===== src/shared/cal_seq_params.svh =====
// timing counts and mode codes for the calibration and sleep sequencer
`ifndef CAL_SEQ_PARAMS_SVH
`define CAL_SEQ_PARAMS_SVH
`define MODE_NORMAL 3'h0
`define MODE_PSEUDO 3'h4
`define MODE_BACKGROUND 3'h5
`define MODE_SLEEP 3'h6
`define CAL_PERIODS 3'h3
`define CAL_PERIODS_SLAVE 3'h4
`define FILL_PERIODS 3'h3
`define BG_RATE_DIV 3'h6
`define WAKE_PU_CYCLES 8'h10
`define CONV_DIV_DEFAULT 16
`define WAKE_EDGE_MIN 2
`endif


===== src/shared/cal_seq_pkg.sv =====
// types for the calibration and sleep sequencer
package cal_seq_pkg;
    typedef enum logic [7:0] {
        ST_NORMAL = 8'b0000_0001,
        ST_OFFSET = 8'b0000_0010,
        ST_GAIN = 8'b0000_0100,
        ST_FILL = 8'b0000_1000,
        ST_SLEEP = 8'b0001_0000,
        ST_POWERUP = 8'b0010_0000,
        ST_WAKECONV = 8'b0100_0000,
        ST_HOLD = 8'b1000_0000
    } seq_state_e;
    typedef struct packed {
        logic short_inputs;
        logic ref_connect;
        logic analog_on;
        logic digital_on;
    } analog_ctrl_s;
endpackage


===== src/logic/conv_strobe.sv =====
// conversion-period strobe divider from the master clock
`timescale 1ns/1ps
module conv_strobe #(
    parameter int DIV = 16
) (
    input wire logic clk,
    input wire logic nrst,
    input wire logic run,
    output logic strobe
);
    localparam int W = $clog2(DIV + 1);
    logic [W-1:0] cnt_q;
    always_ff @(posedge clk or negedge nrst) begin
        if (!nrst) begin
            cnt_q <= '0;
            strobe <= 1'b0;
        end else if (!run) begin
            cnt_q <= '0;
            strobe <= 1'b0;
        end else if (cnt_q == W'(DIV - 1)) begin
            cnt_q <= '0;
            strobe <= 1'b1;
        end else begin
            cnt_q <= cnt_q + 1'b1;
            strobe <= 1'b0;
        end
    end
endmodule


===== src/logic/cal_sleep_seq.sv =====
// calibration, background and sleep mode sequencer
// Function
// - mode 100 starts pseudo calibration on the next conversion strobe
// - result valid held high during pseudo calibration
// - pseudo offset three periods, four slave
// - then reference gain calibration three periods
// - clear mode, three fills, then valid
// - mode 101 enters background calibration
// - background offset three, first slave four
// - fills, valid, then gain calibration
// - fills, valid, then next offset, repeat
// - background data rate is one sixth
// - background stays until new mode written
// - mode 110 sleeps until new mode
// - sleep powers down analog and digital
// - select low during sleep allows communication
// - slave instruction restores communication in sleep
// - power-up, one conversion, then new mode
// - valid high through two wake conversions
`timescale 1ns/1ps
`include "cal_seq_params.svh"
module cal_sleep_seq
    import cal_seq_pkg::*;
#(
    parameter int CONV_DIV = `CONV_DIV_DEFAULT
) (
    input wire logic clk,
    input wire logic nrst,
    input wire logic [2:0] mode_wr_data,
    input wire logic mode_wr,
    input wire logic slave_mode,
    input wire logic select_n,
    input wire logic data_in,
    input wire logic instr_cmd,
    input wire logic internal_ref_enable,
    input wire logic bias_enable,
    output logic [2:0] op_mode,
    output logic result_valid_n,
    output logic comm_enable,
    output logic [3:0] analog_ctrl,
    output logic internal_ref_on,
    output logic bias_on,
    output logic conv_tick,
    output logic cal_active
);
    seq_state_e state_q;
    seq_state_e ret_q;
    logic [2:0] mode_q;
    logic [2:0] cnt_q;
    logic [7:0] pu_q;
    logic first_off_q;
    logic bg_q;
    logic gain_next_q;
    logic strobe;
    logic [2:0] sel_s;
    logic [2:0] dat_s;
    logic data_fall_q;
    logic [1:0] hi_cnt_q;
    logic hi_armed_q;
    analog_ctrl_s ac_d;

    function automatic logic [2:0] offset_len(input logic slv,
                                              input logic first);
        offset_len = (slv && first) ? `CAL_PERIODS_SLAVE : `CAL_PERIODS;
    endfunction

    // divider stops in sleep so digital logic idles
    conv_strobe #(.DIV(CONV_DIV)) u_div (
        .clk(clk),
        .nrst(nrst),
        .run(state_q != ST_SLEEP && state_q != ST_POWERUP),
        .strobe(strobe)
    );

    // pin inputs pass three flops; stage 0 read only by stage 1
    always_ff @(posedge clk or negedge nrst) begin
        if (!nrst) begin
            sel_s <= 3'h7;
            dat_s <= 3'h0;
        end else begin
            sel_s <= {sel_s[1:0], select_n};
            dat_s <= {dat_s[1:0], data_in};
        end
    end

    // data line wake: high for two clocks or more, then falling
    always_ff @(posedge clk or negedge nrst) begin
        if (!nrst) begin
            hi_cnt_q <= 2'h0;
            hi_armed_q <= 1'b0;
            data_fall_q <= 1'b0;
        end else begin
            data_fall_q <= 1'b0;
            // stage 1 sees one sample per clock the pin was high
            if (dat_s[1]) begin
                if (hi_cnt_q != 2'(`WAKE_EDGE_MIN))
                    hi_cnt_q <= hi_cnt_q + 2'h1;
                if (hi_cnt_q == 2'(`WAKE_EDGE_MIN - 1))
                    hi_armed_q <= 1'b1;
            end else begin
                hi_cnt_q <= 2'h0;
                if (!dat_s[2]) begin
                    hi_armed_q <= 1'b0;
                    data_fall_q <= hi_armed_q;
                end
            end
        end
    end

    // ret_q holds last cycle's state, so this is the first sleep cycle
    function automatic logic strobe_sleep_entry();
        strobe_sleep_entry = (ret_q != ST_SLEEP);
    endfunction

    // communication gate: closes on sleep entry, held until a wake event
    always_ff @(posedge clk or negedge nrst) begin
        if (!nrst) begin
            comm_enable <= 1'b1;
        end else if (state_q != ST_SLEEP) begin
            comm_enable <= 1'b1;
        end else if (!sel_s[1] && !sel_s[2]) begin
            comm_enable <= 1'b1;
        end else if (data_fall_q && !slave_mode) begin
            comm_enable <= 1'b1;
        end else if (instr_cmd && slave_mode) begin
            comm_enable <= 1'b1;
        end else if (strobe_sleep_entry()) begin
            comm_enable <= 1'b0;
        end
    end

    // mode field: host writes, hardware clears after pseudo calibration
    always_ff @(posedge clk or negedge nrst) begin
        if (!nrst) begin
            mode_q <= `MODE_NORMAL;
        end else if (mode_wr && (state_q != ST_SLEEP || comm_enable)) begin
            mode_q <= mode_wr_data;
        end else if (state_q == ST_GAIN && strobe && cnt_q == 3'h1 &&
                     !bg_q) begin
            mode_q <= `MODE_NORMAL;
        end
    end

    // main sequencer; every step except sleep and power-up advances on conversion strobe only
    always_ff @(posedge clk or negedge nrst) begin
        if (!nrst) begin
            state_q <= ST_NORMAL;
            ret_q <= ST_NORMAL;
            cnt_q <= 3'h0;
            pu_q <= 8'h00;
            first_off_q <= 1'b1;
            bg_q <= 1'b0;
            gain_next_q <= 1'b0;
        end else begin
            ret_q <= state_q;
            case (state_q)
                ST_NORMAL, ST_HOLD: begin
                    if (strobe) begin
                        if (mode_q == `MODE_PSEUDO) begin
                            state_q <= ST_OFFSET;
                            bg_q <= 1'b0;
                            cnt_q <= offset_len(slave_mode, 1'b1);
                        end else if (mode_q == `MODE_BACKGROUND) begin
                            state_q <= ST_OFFSET;
                            bg_q <= 1'b1;
                            first_off_q <= 1'b0;
                            cnt_q <= offset_len(slave_mode, 1'b1);
                        end else if (mode_q == `MODE_SLEEP) begin
                            state_q <= ST_SLEEP;
                        end else begin
                            state_q <= ST_NORMAL;
                        end
                    end
                end
                ST_OFFSET: begin
                    if (strobe) begin
                        if (bg_q && mode_q != `MODE_BACKGROUND) begin
                            state_q <= ST_NORMAL;
                        end else if (cnt_q == 3'h1) begin
                            if (bg_q) begin
                                state_q <= ST_FILL;
                                gain_next_q <= 1'b1;
                                cnt_q <= `FILL_PERIODS;
                            end else begin
                                state_q <= ST_GAIN;
                                cnt_q <= `CAL_PERIODS;
                            end
                        end else begin
                            cnt_q <= cnt_q - 3'h1;
                        end
                    end
                end
                ST_GAIN: begin
                    if (strobe) begin
                        if (bg_q && mode_q != `MODE_BACKGROUND) begin
                            state_q <= ST_NORMAL;
                        end else if (cnt_q == 3'h1) begin
                            state_q <= ST_FILL;
                            gain_next_q <= 1'b0;
                            cnt_q <= `FILL_PERIODS;
                        end else begin
                            cnt_q <= cnt_q - 3'h1;
                        end
                    end
                end
                ST_FILL: begin
                    if (strobe) begin
                        if (cnt_q != 3'h1) begin
                            cnt_q <= cnt_q - 3'h1;
                        end else if (!bg_q ||
                                     mode_q != `MODE_BACKGROUND) begin
                            state_q <= ST_NORMAL;
                        end else if (gain_next_q) begin
                            // valid cycle doubles as first gain period
                            state_q <= ST_GAIN;
                            cnt_q <= `CAL_PERIODS;
                        end else begin
                            state_q <= ST_OFFSET;
                            cnt_q <= offset_len(slave_mode, first_off_q);
                        end
                    end
                end
                ST_SLEEP: begin
                    if (mode_q != `MODE_SLEEP) begin
                        state_q <= ST_POWERUP;
                        pu_q <= `WAKE_PU_CYCLES;
                    end
                end
                ST_POWERUP: begin
                    if (pu_q == 8'h01) begin
                        state_q <= ST_WAKECONV;
                    end else begin
                        pu_q <= pu_q - 8'h01;
                    end
                end
                ST_WAKECONV: begin
                    if (strobe) begin
                        state_q <= ST_HOLD;
                        first_off_q <= 1'b1;
                    end
                end
                default: begin
                    state_q <= ST_NORMAL;
                end
            endcase
        end
    end

    // valid strobe low on a normal or hold cycle edge in normal mode, or on the last fill edge
    always_ff @(posedge clk or negedge nrst) begin
        if (!nrst) begin
            result_valid_n <= 1'b1;
        end else if (state_q == ST_NORMAL && strobe &&
                     mode_q == `MODE_NORMAL) begin
            result_valid_n <= 1'b0;
        end else if (state_q == ST_FILL && strobe && cnt_q == 3'h1) begin
            result_valid_n <= 1'b0;
        end else if (state_q == ST_HOLD && strobe &&
                     mode_q == `MODE_NORMAL) begin
            result_valid_n <= 1'b0;
        end else if (strobe || state_q == ST_SLEEP) begin
            result_valid_n <= 1'b1;
        end
    end

    // analog switch and power control
    always_comb begin
        ac_d.short_inputs = (state_q == ST_OFFSET) && bg_q;
        ac_d.ref_connect = (state_q == ST_GAIN);
        ac_d.analog_on = (state_q != ST_SLEEP);
        ac_d.digital_on = (state_q != ST_SLEEP);
    end

    always_ff @(posedge clk or negedge nrst) begin
        if (!nrst) begin
            analog_ctrl <= 4'h0;
            op_mode <= `MODE_NORMAL;
            internal_ref_on <= 1'b0;
            bias_on <= 1'b0;
            conv_tick <= 1'b0;
            cal_active <= 1'b0;
        end else begin
            analog_ctrl <= ac_d;
            op_mode <= mode_q;
            // enables follow host bits only; nothing restores them
            internal_ref_on <= internal_ref_enable;
            bias_on <= bias_enable;
            conv_tick <= strobe;
            cal_active <= (state_q == ST_OFFSET) || (state_q == ST_GAIN);
        end
    end
endmodule


===== config.mk =====
export PLATFORM = sky130hd
export DESIGN_NAME = cal_sleep_seq
export DESIGN_NICKNAME = d
export VERILOG_FILES = /design/src/shared/cal_seq_pkg.sv /design/src/logic/conv_strobe.sv /design/src/logic/cal_sleep_seq.sv
export VERILOG_INCLUDE_DIRS = /design/src /design/src/shared
export SDC_FILE = /design/constraint.sdc
export NUM_CORES = 1
export LEC_CHECK = 0
export ABC_CLOCK_PERIOD_IN_PS = 3760
export BUFFER_PORTS_ARGS = -buffer_cell sky130_fd_sc_hd__buf_4
export CORE_ASPECT_RATIO = 1.2
export CORE_MARGIN = 2
export CORE_UTILIZATION = 59
export DETAILED_ROUTE_END_ITERATION = 16
export GPL_ROUTABILITY_DRIVEN = 1
export PLACE_DENSITY_LB_ADDON = 0.3
export SYNTH_ARGS = -nofsm -noshare
export SYNTH_HDL_FRONTEND = slang
export SYNTH_SLANG_ARGS = --single-unit

===== constraint.sdc =====
create_clock -name clk -period 3.76 [get_ports clk]
set_input_delay 0.752 -clock clk [delete_from_list [all_inputs] [get_ports clk]]
set_output_delay 0.752 -clock clk [all_outputs]
set_load 0.005 [all_outputs]

==> flow_summary_export.csv <==
group,metric,value,unit
min_path,hold_path_class,"register to register",
cts,cts_hold_buf,0,
synthesis,synth_area_leaders,"dfrtp_1 46%, dfstp_2 7.3%, nor2_1 3.7%",
worst_setup_path,cp.arrival,2530,ps
cells_and_area,nets,308,
die,row_count,27,
worst_setup_path,endpoint_kind,"register",
global_routing,grt_pass1_wl,9.40,mm
die,ios,25,
timing,setup_tns,0,ps
cells_and_area,drive_gt1_share,20.7,%
timing,maxSlewViolCount,0,
power_and_ir_drop,switchingPower,804,uW
worst_setup_path,crit_family,"simple AND/OR/NAND/NOR gates",
global_routing,grtUsageTotal,23.7,%
worst_setup_path,critPathMaxStageDelay,560,ps
timing,min_period,2310,ps
timing,hold_ws,348,ps
timing,rsz0062_at_grt,"no",
power_and_ir_drop,p_int,1.38,mW
power_and_ir_drop,peakVddDrop,0.349,mV
status,status,"finished, final reports clean",
synthesis,synth_top_area_share,46.3,%
timing,fmax,432,MHz
cells_and_area,final_area,0.00322,sq mm
timing,fin_skew,8.36,ps
die,die_x,67.6,um
synthesis,async_reset_ff_share,100,%
synthesis,syn_nets,286,
cts,clkTransAtPathRegs,70,ps
cells_and_area,multi_input_comb_area,0.00121,sq mm
die,initial_core_util,61.9,%
cts,clock_path_buffers,2,
routing,ant_nets,0,
routing,dr.pass1.iters,6,
min_path,min_to,"sel_s[1]",
cells_and_area,seq_area,0.00154,sq mm
synthesis,ys.warnings.count,0,
routing,drc_errors,0,
die,die_y,80.3,um
min_path,min_path_cells,0,
routing,wl_per_cell,15.6,um
global_routing,grt_pass1_vias,2063,
synthesis,syn-instance-count,267,
worst_setup_path,crit_path_max_fanout,9,
cells_and_area,areaGrowthSynthToFinish,12.4,%
placement,dp_hpwl,3.95,mm
cts,postCtsSetupBuffers,0,
run,cap_violations,0,
placement,portBuffers,24,
synthesis,yosysMostFrequentCell,"dfrtp_1",
timing,fin_crit_sh,61.5,%
worst_setup_path,reg2reg_slack,1450,ps
power_and_ir_drop,pwr-share-comb,33.1,%
global_routing,grt_overflow,0,
timing,setup_violations,0,
synthesis,dominantRegCellSynth,"dfrtp_1",
cts,post_cts_resized,0,
placement,place.gp.congestion,0.857,
power_and_ir_drop,swShare,36.7,%
cts,cts_max_level,3,
synthesis,synth_area_per_cell,10.7,sq um
worst_setup_path,startpoint_type,"register",
global_routing,grt_max_degree,62,
worst_setup_path,rr_startpoint,"state_q[6]",
routing,drt_iter0_drc,206,
global_routing,antenna_found_initial,0,
worst_setup_path,path_class,"register to register",
cts,tritoncts,"done",
power_and_ir_drop,clkPwrFrac,23.2,%
cts,numCtsBuffers,9,
worst_setup_path,crit_slowest_cell,"or3_1",
synthesis,synth_edf_count,0,
cts,clock_sinks,61,
power_and_ir_drop,seqPwrFrac,43.7,%
power_and_ir_drop,p_total,2.19,mW
cts,root_buffer,"clkbuf_8",
routing,dr_total_vias,2054,
synthesis,synth_cell_types,56,
worst_setup_path,cp.depth,5,
min_path,hold_start,"sel_s[0]",
routing,viasPerCell,5.84,
synthesis,synth_seq_cells,61,
worst_setup_path,ff2ff_path_depth,5,
timing,hold_viol,0,
timing,worstMarginPinSlew,715,ps
cts,clk_latency,340,ps
power_and_ir_drop,power.density,680,mW/mm^2
placement,place_area,0.00304,sq mm
die,dieArea,0.00543,sq mm
die,core_area,0.00463,sq mm
cells_and_area,fillers,352,
timing,slew-limit-headroom,52.0,%
synthesis,seq_area_frac_synth,53.6,%
power_and_ir_drop,power.leakage,1.44,nW
worst_setup_path,cp.required,3980,ps
worst_setup_path,path_buf_inv,0,
synthesis,yosys.area.top_type,"dfrtp_1",
cells_and_area,diodes,0,
worst_setup_path,crit_chain,"or3_1, nor4_1, nand3_1, nand4_2, mux2_1",
worst_setup_path,reg2reg_to,"cnt_q[2]",
synthesis,netlist_top_cells_count,"53 x dfrtp_1, 28 x nor2_1, 15 x nand2_1",
synthesis,syn_area,0.00286,sq mm
routing,wirelength,5.48,mm
layout by cell type (no fill, tap or decap), types with 3 or more instances in the layout:
cell type,synthesis,layout
dfstp_2,8,8
nand2b_1,4,4
o31ai_1,3,3
nor2b_1,5,5
nor2_1,28,28
nand3_1,8,8
nand4_1,6,6
buf_4,2,24
mux2_2,5,5
xnor2_1,5,5
a22o_1,4,4
mux2_1,3,3
a21oi_1,14,14
nand2_1,15,15
clkinvlp_4,0,3
o21ai_0,11,11
nor4_1,4,4
dfrtp_1,53,53
xor2_1,7,7
clkbuf_8,0,10
nor3_1,10,10
nor3b_1,4,4
ha_1,7,7
inv_1,12,12
a2bb2oi_1,3,3
power groups by stage:
stage / logic, mW / registers [mW] / clock network, mW
3_3_place_gp: 0.698 / 0.956 / 0
5_1_grt: 0.810 / 0.978 / 0.551
2_1_floorplan: 0.609 / 0.905 / 0
6_report: 0.725 / 0.957 / 0.507
3_5_place_dp: 0.724 / 0.965 / 0
4_1_cts: 0.728 / 0.955 / 0.519
worst reg2reg max path, stage by stage (launching register included):
cell and delay (ps):
dfrtp_1 480, or3_1 560, nor4_1 480, nand3_1 170, nand4_2 170, mux2_1 340
kinds of logic after synthesis:
logic type / share of synthesized area, %
adders and majority gates: 3.06
muxes: 3.49
xor gates and xnor gates: 3.67
DFF: 53.6
buffers and inverters: 4.19
and+or+nand+nor: 20.8
AOI/OAI and AO/OA: 11.1
layout make-up:
class,instances,area share [%]
Tap cell,58,2.25
Multi-Input combinational cell,181,37.5
Clock buffer,11,4.39
Sequential cell,61,47.7
Timing Repair Buffer,24,5.60
Inverter,12,1.40
Clock inverter,5,1.13
sequential cells by signal, summed over array words and instances (netlist names), 2 cells and up:
name / flops
cnt_q: 3
ret_q: 8
state_q: 8
dat_s: 3
mode_q: 3
sel_s: 3
op_mode: 3
hi_cnt_q: 2
u_div.cnt_q: 5
analog_ctrl: 3
pu_q: 8
layer usage:
metal  routed length (um)  global-route usage [%]  vias up
met2                 2790                    38.0       48
met3                  303                    5.04        6
met1                 2340                    29.6     1012
met4                   49                    12.7        0
met5                    0                       0        -
li1                     -                       -      988
stage by stage:
step | setup slack (ps) | utilization, % | cells
6_report | 1450 | 69.6 | 352
5_1_grt | 1300 | 69.6 | 352
4_1_cts | 1460 | 69.6 | 352
3_5_place_dp | 1480 | 65.7 | 336
3_3_place_gp | 1540 | 65.7 | 336
2_1_floorplan | 1630 | - | 267
worst max-delay path by stage:
stage          slack, ps  startpoint         end
6_report            1450  state_q[6]    cnt_q[2]
2_1_floorplan       1630  state_q[3]    cnt_q[0]
5_1_grt             1300  state_q[1]  state_q[7]
3_5_place_dp        1480  state_q[6]    cnt_q[2]
4_1_cts             1460  state_q[1]    cnt_q[2]
3_3_place_gp        1540  state_q[1]  state_q[7]
Power figures use the tool's default switching activity.
